--- src/gpa_regs.vh ---
`ifndef GPA_REGS_VH
`define GPA_REGS_VH
// ==========================================================
// register map, byte addresses (both decode windows)
`define GPA_CTRL_ADDR_P4      32'hFF80002C
`define GPA_CTRL_ADDR_AREA7   32'h1F80002C
`define GPA_LATCH_ADDR_P4     32'hFF800030
`define GPA_LATCH_ADDR_AREA7  32'h1F800030
// ==========================================================
// reset values and widths
`define GPA_CTRL_RESET        32'h00000000
`define GPA_PINS              16
`define GPA_CTRL_W            32
`define GPA_READ_ZERO         32'h00000000
`define GPA_PIN_ZERO          16'h0000
// ==========================================================
// field positions inside the control word
`define GPA_DIR_OFS           0
`define GPA_PUP_OFS           1
`endif

--- src/gpa_sync2.v ---
`default_nettype none
// ==========================================================
// two-stage synchroniser, one per pin
module gpa_sync2 (
  // clock and reset
  input  wire clk,
  input  wire rst_n,
  // data
  input  wire d,
  output reg  q
);
  reg meta_reg;

  always @(posedge clk or negedge rst_n) begin
    if (!rst_n) begin
      meta_reg <= 1'b0;
      q        <= 1'b0;
    end else begin
      meta_reg <= d;
      q        <= meta_reg;
    end
  end
endmodule
`default_nettype wire

--- src/gpa_latch.v ---
`include "gpa_regs.vh"
`default_nettype none
// ==========================================================
// output data latch; no reset on purpose, powers up unknown
module gpa_latch (
  // clock
  input  wire                  clk,
  // write port with per-lane enable
  input  wire                  wr_en,
  input  wire [1:0]            wr_lane,
  input  wire [`GPA_PINS-1:0]  wr_data,
  // stored value
  output reg  [`GPA_PINS-1:0]  q
);
  always @(posedge clk) begin
    if (wr_en && wr_lane[0]) begin
      q[7:0] <= wr_data[7:0];
    end
    if (wr_en && wr_lane[1]) begin
      q[15:8] <= wr_data[15:8];
    end
  end
endmodule
`default_nettype wire

--- src/gpa_port.v ---
// Local design decision: register access over APB.
`include "gpa_regs.vh"
`default_nettype none
// Notes on behaviour
// - even control bit per pin: 0 input, 1 output; resets to 0.
// - odd control bit per pin: 0 pull-up on, 1 off; resets to 0.
// - a pin set as output always has its pull-up off.
// - control word clears only on power-on reset.
// - output pins drive the matching data latch bit.
// - latch read returns synchronised pin level for input pins.
// - latch read returns written value for output pins.
// - data latch has no reset value and survives every reset.
// - control word decoded at both windows, 32-bit access.
// - data latch decoded at both windows, 16-bit access.
// - port works only while the shared bus function is off.
// - port enable input selects the port; never with shared bus on.
module gpa_port (
  // clock and power-on reset
  input  wire        clk,
  input  wire        rst_n,
  // apb slave
  input  wire        psel,
  input  wire        penable,
  input  wire        pwrite,
  input  wire [31:0] paddr,
  input  wire [31:0] pwdata,
  input  wire [3:0]  pstrb,
  output reg  [31:0] prdata,
  output reg         pready,
  output reg         pslverr,
  // mode selects
  input  wire        port_function_enable,
  input  wire        shared_bus_enable,
  // pins
  input  wire [15:0] pin_in,
  output reg  [15:0] pin_out,
  output reg  [15:0] pin_oe,
  output reg  [15:0] pin_pullup_en
);
  // ==========================================================
  // address decode
  function [1:0] decode;
    input [31:0] a;
    begin
      if (a == `GPA_CTRL_ADDR_P4 || a == `GPA_CTRL_ADDR_AREA7)
        decode = 2'h1;
      else if (a == `GPA_LATCH_ADDR_P4 ||
               a == `GPA_LATCH_ADDR_AREA7)
        decode = 2'h2;
      else
        decode = 2'h0;
    end
  endfunction

  localparam SEL_NONE  = 2'h0;
  localparam SEL_CTRL  = 2'h1;
  localparam SEL_LATCH = 2'h2;

  wire [1:0] sel  = decode(paddr);
  wire       setup = psel && !penable;
  wire       wr   = setup && pwrite;

  reg  [`GPA_CTRL_W-1:0] port_direction_pullup_ctrl_reg;
  wire [`GPA_PINS-1:0]   port_data_latch;
  wire [`GPA_PINS-1:0]   pin_sync;
  wire [`GPA_PINS-1:0]   pin_output_select;
  wire [`GPA_PINS-1:0]   pin_pullup_disable;
  wire                   port_active;
  reg  [31:0]            rdata_next;

  // shared bus owns the pins when it is on, even if enable is set
  assign port_active = port_function_enable && !shared_bus_enable;

  // ==========================================================
  // per-pin field split and input synchronisers
  genvar i;
  generate
    for (i = 0; i < `GPA_PINS; i = i + 1) begin : g_pin
      assign pin_output_select[i] =
        port_direction_pullup_ctrl_reg[2*i + `GPA_DIR_OFS];
      assign pin_pullup_disable[i] =
        port_direction_pullup_ctrl_reg[2*i + `GPA_PUP_OFS];
      gpa_sync2 u_sync (
        .clk   (clk),
        .rst_n (rst_n),
        .d     (pin_in[i]),
        .q     (pin_sync[i])
      );
    end
  endgenerate

  // ==========================================================
  // control word: rst_n is the power-on reset; no other clear
  always @(posedge clk or negedge rst_n) begin
    if (!rst_n) begin
      port_direction_pullup_ctrl_reg <= `GPA_CTRL_RESET;
    end else if (wr && sel == SEL_CTRL) begin
      port_direction_pullup_ctrl_reg <= pwdata;
    end
  end

  // ==========================================================
  // data latch, lanes 0 and 1 only
  gpa_latch u_latch (
    .clk     (clk),
    .wr_en   (wr && sel == SEL_LATCH),
    .wr_lane (pstrb[1:0]),
    .wr_data (pwdata[15:0]),
    .q       (port_data_latch)
  );

  // ==========================================================
  // read mux: mixes written value and pin level bit by bit
  always @* begin
    rdata_next = `GPA_READ_ZERO;
    case (sel)
      SEL_CTRL:
        rdata_next = port_direction_pullup_ctrl_reg;
      SEL_LATCH:
        rdata_next[15:0] =
          (port_data_latch & pin_output_select) |
          (pin_sync & ~pin_output_select);
      default:
        rdata_next = `GPA_READ_ZERO;
    endcase
  end

  // ==========================================================
  // apb answer: one wait-free access phase, registered outputs
  always @(posedge clk or negedge rst_n) begin
    if (!rst_n) begin
      prdata  <= `GPA_READ_ZERO;
      pready  <= 1'b0;
      pslverr <= 1'b0;
    end else begin
      pready  <= setup;
      pslverr <= setup && sel == SEL_NONE;
      if (setup && !pwrite)
        prdata <= rdata_next;
    end
  end

  // ==========================================================
  // pin drivers
  always @(posedge clk or negedge rst_n) begin
    if (!rst_n) begin
      pin_out       <= `GPA_PIN_ZERO;
      pin_oe        <= `GPA_PIN_ZERO;
      pin_pullup_en <= `GPA_PIN_ZERO;
    end else if (port_active) begin
      // unknown latch bits never leave while the pin is an input
      pin_out       <= port_data_latch & pin_output_select;
      pin_oe        <= pin_output_select;
      pin_pullup_en <= ~pin_pullup_disable & ~pin_output_select;
    end else begin
      pin_out       <= `GPA_PIN_ZERO;
      pin_oe        <= `GPA_PIN_ZERO;
      pin_pullup_en <= `GPA_PIN_ZERO;
    end
  end
endmodule
`default_nettype wire

--- config.mk ---
export PLATFORM = sky130hd
export DESIGN_NAME = gpa_port
export DESIGN_NICKNAME = d
export VERILOG_FILES = /design/src/gpa_sync2.v /design/src/gpa_latch.v /design/src/gpa_port.v
export VERILOG_INCLUDE_DIRS = /design/src
export SDC_FILE = /design/constraint.sdc
export NUM_CORES = 1
export LEC_CHECK = 0
export ABC_AREA = 0
export BUFFER_PORTS_ARGS = -buffer_cell sky130_fd_sc_hd__buf_2
export CAP_MARGIN = 20
export CORE_MARGIN = 2
export CORE_UTILIZATION = 35
export CTS_BUF_LIST = sky130_fd_sc_hd__clkbuf_8
export CTS_CLUSTER_DIAMETER = 40
export DETAILED_ROUTE_END_ITERATION = 7
export PLACE_DENSITY_LB_ADDON = 0.25
export RECOVER_POWER = 100
export SLEW_MARGIN = 20
export SYNTH_ARGS = -nofsm -noshare
export SYNTH_HDL_FRONTEND = slang
export SYNTH_SLANG_ARGS = --single-unit
--- constraint.sdc ---
create_clock -name clk -period 1.7 [get_ports clk]
set_input_delay 0.17 -clock clk [delete_from_list [all_inputs] [get_ports clk]]
set_output_delay 0.17 -clock clk [all_outputs]
set_load 0.1 [all_outputs]
---- Word level (Yosys, flattened, before mapping) ----
Index checks and enable logic that the tools add are counted.
word-level totals
  register bits ........................... 162
  word-level logic and storage cells ...... 75
cells by class
  equal/unequal tests ..................... 6
  mux-type cells .......................... 7
  bitwise operators ....................... 6
  reductions and logical operators ........ 15
operators with widths
  kind                                             count
  == test 32 x 29 -> 1 bit, second input constant  2
  == test 32 bit, second input constant            2
  2-to-1 mux 16 bit                                4
  AND 16 bit                                       3
  inverter 16 bit                                  2
  one-hot mux 16 bit (2 select lines)              1
  OR 16 bit                                        1
  logical AND 1 bit                                9
  2-to-1 mux 2 bit                                 2
  zero test 1 bit                                  3
  == test 2 x 1 -> 1 bit, second input constant    1
  == test 2 bit, second input constant             1
  zero test 2 bit                                  1
  logical OR 1 bit                                 2

---- Longest topological paths before layout ----
  depth after elaboration ................. 7
  mapped depth ............................ 6
  gate-level depth less buffers ........... 4

---- Cells and area by module ----
Synthesis repeated with hierarchy kept, for this count alone.
unflattened totals
  cells, all modules ...................... 426
  area, all modules ....................... 5845.6 um2
modules (own cells, without submodules)
  module     times used  cells each  area each (um2)  sequential area each (um2)
  gpa_port   1           376         4551.9           2852.7
  gpa_sync2  16          2           50.0             50.0
  gpa_latch  1           18          493.0            480.5

---- Worst setup path after synthesis ----
OpenSTA, ideal clock, no wires.
  kind .................................... input -> register
  start ................................... in paddr[21]
  end ..................................... reg port_direction_pullup_ctrl_reg[10]
  library setup time ...................... 125 ps
  data arrival time ....................... 2179 ps
  data required time ...................... 1575 ps
  slack ................................... -603 ps
  cell stages on the path ................. 5
  buffers on the path ..................... 1
  path through ............................ or4_1 or4_4 nor4_4 buf_6 mux2_2
on the way
  longest elaborated chain between the ends .. 6
  elaborated cells between the ends (all ways) .. 10
  those cells by class .................... eq/ne (5); mux (2); reduce/logical (3)
ends and longest elaborated chain
  what                                                                                line           text
  start, declared                                                                     gpa_port.v:25  input wire [31:0] paddr,
  == test 32 bit (no source line) / == test 32 x 29 -> 1 bit (equally long branches)  n/a
  logical OR 1 bit (no source line)                                                   n/a
  2-to-1 mux 2 bit                                                                    gpa_port.v:47  else if (a == `GPA_LATCH_ADDR_P4 ||
  2-to-1 mux 2 bit *                                                                  gpa_port.v:45  if (a == `GPA_CTRL_ADDR_P4 || a == `GPA_CTRL_ADDR_AREA7)
  == test 2 x 1 -> 1 bit *                                                            gpa_port.v:97  end else if (wr && sel == SEL_CTRL) begin
  logical AND 1 bit *                                                                 gpa_port.v:97
  end signal, assigned                                                                gpa_port.v:96  port_direction_pullup_ctrl_reg <= `GPA_CTRL_RESET;
  end signal, assigned                                                                gpa_port.v:98  port_direction_pullup_ctrl_reg <= pwdata;
  end, declared                                                                       gpa_port.v:63  reg [`GPA_CTRL_W-1:0] port_direction_pullup_ctrl_reg;
Every way passes the cells marked *; elsewhere a longest branch is shown, timed or not.
A chain may end at the register's enable or synchronous reset.

---- Worst setup path after layout ----
  start ................................... in paddr[22]
  end ..................................... reg port_direction_pullup_ctrl_reg[24]
The elaborated chain is that of the path after synthesis.

==> results.yml <==
critical_path:
  cp-start-kind: "input port"
  rrSetupSlack_ps: 440
  arrival_ps: 2190
  crit_chain: "buf_6 -> or4bb_1 -> or4_4 -> nor4_4 -> buf_4 -> clkbuf_16 -> mux2_4"
  startpoint: "paddr[22]"
  crit_type: "in -> reg"
  slowest_delay_ps: 560
  crit_required_ps: 2020
  r2r_start: "port_direction_pullup_ctrl_reg[16]"
  end_kind: "flip-flop"
  critPathMaxFanout: 8
  critical-path-slowest-cell: "or4_4"
  rr_worst_depth: 2
  r2r_end: "prdata[8]"
yosys:
  synth_top_area_cell: "dfrtp_1"
  syn-num-nets: 446
  synth_fa_ha_area_frac: 0
  yosysWarnings: 0
  synth_simple_gate_area_share: 0.108
  synth_top_cells_by_area: "dfrtp_1 (64%), mux2_2 (9.1%), edfxtp_1 (8.5%)"
  ys_ff_latch: 162
  synth_top_family_by_area: "simple AND/OR/NAND/NOR gates"
  synth_cell_type_count: 33
  synth_xor_area_frac: 0
  synth_compound_area_frac: 0.0563
  synth_top_area_share: 0.643
  synthCells: 355
  seq_area_frac_synth: 0.727
  syn_area_um2: 5690
  syn_area_per_cell_um2: 16.0
  synthMuxAreaShare: 0.0931
run_status:
  violations: "capacitance limit, slew limit, setup timing"
  status: "finished with violations"
global_route:
  track_usage: 0.174
  grt_pass1_vias: 4239
  grt_overflow: 0
  grt_max_degree: 51
  antenna_found_initial: 0
  grt_pass1_wl_um: 22800
cts:
  cts_buffers: 17
  clkTransAtPathRegs_ps: 80
  cts_sinks: 162
  clockRootBuffer: "clkbuf_8"
  worstSkewPairLatency_ps: 450
  clk_path_buf_depth: 2
  cts_tree: "done"
  ctsHtreeMaxLevel: 4
floorplanning:
  dieArea_um2: 17300
  die_h_um: 131
  num_io_pins: 173
  core_um2: 15900
  initial_core_util: 0.358
  die_w_um: 131
  rows: 46
worst_hold_path:
  holdPathStages: 3
  min_path_type: "in -> reg"
  min_to: "pready"
  hp-start: "penable"
routing:
  vias_per_cell: 4.70
  drt_first_pass_iters: 4
  post_drt_wl_per_cell_um: 18.1
  postRouteAntennaNets: 0
  drc: 0
  finalWirelength_um: 15200
  drtIter0Drc: 153
  vias: 3946
sta:
  slew_viol_final: 20
  rsz0062_at_grt: "yes"
  setup_viol: 63
  finClkSkew_ps: 10.7
  period_share: 1.10
  whs_ps: 71.8
  fin_crit_ps: 1870
  tightest_slew_ps: 1580
  max-slew-margin-rel: -0.0565
  worst_slack_ps: -171
  hold_violations: 0
  timing.fmax_mhz: 535
placement:
  hpwl_um: 9460
  port_buffers: 170
  place_congestion: 0.797
  placed_area_um2: 7010
  dp_worst_setup_slack_ps: -608
cells_and_area:
  layout_commonest_cell: "dfrtp_1"
  design_area_um2: 8190
  area_growth_pct: 44.1
  drive_gt1_frac: 0.429
  nNetsFinal: 702
  fillers: 1451
  antenna_cells: 0
  mostFrequentLayoutCells: "dfrtp_1 (146), clkbuf_2 (84), buf_2 (67)"
pwr:
  peakVddDrop_mv: 0.462
  power_density_nw_per_um2: 925
  totalPowerFinal_mw: 7.58
  p_leak_nw: 4.10
flow_run:
  cap_violations: 1
-- worst max-delay path by stage --
stage | endpoint
after floorplan | port_direction_pullup_ctrl_reg[10]
after global placement | prdata[8]
after detailed placement | port_direction_pullup_ctrl_reg[9]
after CTS | port_direction_pullup_ctrl_reg[24]
after global routing | port_direction_pullup_ctrl_reg[24]
final | port_direction_pullup_ctrl_reg[24]
-- worst max-delay path: cells and delay by family --
kind,cells,cell delay (ps)
multiplexers,1,310
AND/OR/NAND/NOR,3,1230
buffers and inverters,3,470
-- power breakdown --
part           total [mW]  leakage (nW)  switching (mW)  internal [mW]
logic               0.567          1.79           0.366          0.201
registers            3.98          2.09          0.0154           3.96
clock network        3.03         0.220            1.40           1.63
-- timing repair --
item | CTS | global route
endpoints found under the hold margin | 111 | 0
setup endpoints to repair | 65 | 69
gates cloned | 2 | 4
pin swaps | 2 | 1
hold buffers | 49 | 0
buffers inserted | 3 | 2
resized for setup | 2 | 42
-- metrics by stage --
| stage | setup TNS (ps) | util | cells |
|---|---|---|---|
| final | -6120 | 0.516 | 840 |
| after global routing | -6900 | 0.516 | 840 |
| after CTS | -4340 | 0.505 | 834 |
| after detailed placement | -45410 | 0.442 | 748 |
| after global placement | -43720 | 0.442 | 748 |
| after floorplan | -29270 | - | 355 |
-- layout make-up --
cell class,count,area (um2),share of cell area
multi-input combinational,178,1620,0.198
sequential,162,4130,0.505
tap,216,270,0.0330
timing repair buffer,252,1740,0.212
clock inverter,14,186,0.0228
clock buffer,18,248,0.0302
-- Yosys cell counts, drive strengths merged --
master / instances
nand2: 4
nand3: 2
a22o: 16
a221o: 15
clkbuf: 8
buf: 7
or4bb: 1
or4: 2
or2: 1
nor3b: 2
dfrtp: 146
mux2: 47
and3: 18
a21oi: 1
nor2: 3
and3b: 2
a21o: 1
nand4b: 1
nor2b: 17
o41ai: 1
o31a: 1
edfxtp: 16
and2: 16
nor3: 17
nor4: 6
nand2b: 2
and4b: 2
-- cells by family after synthesis --
logic type | Yosys count
AOI/OAI and AO/OA | 35
and+or+nand+nor | 96
DFF | 162
buffers and inverters | 15
muxes | 47
-- per-layer routing --
layer  track usage  vias to the layer above  part of all wire
met5             0                        -                 0
met4        0.0574                        0             0.016
met3        0.0517                       21             0.056
met2         0.284                      157              0.48
met1         0.222                     1958              0.45
li1              -                     1810                 -
Power figures use the tool's default switching activity.
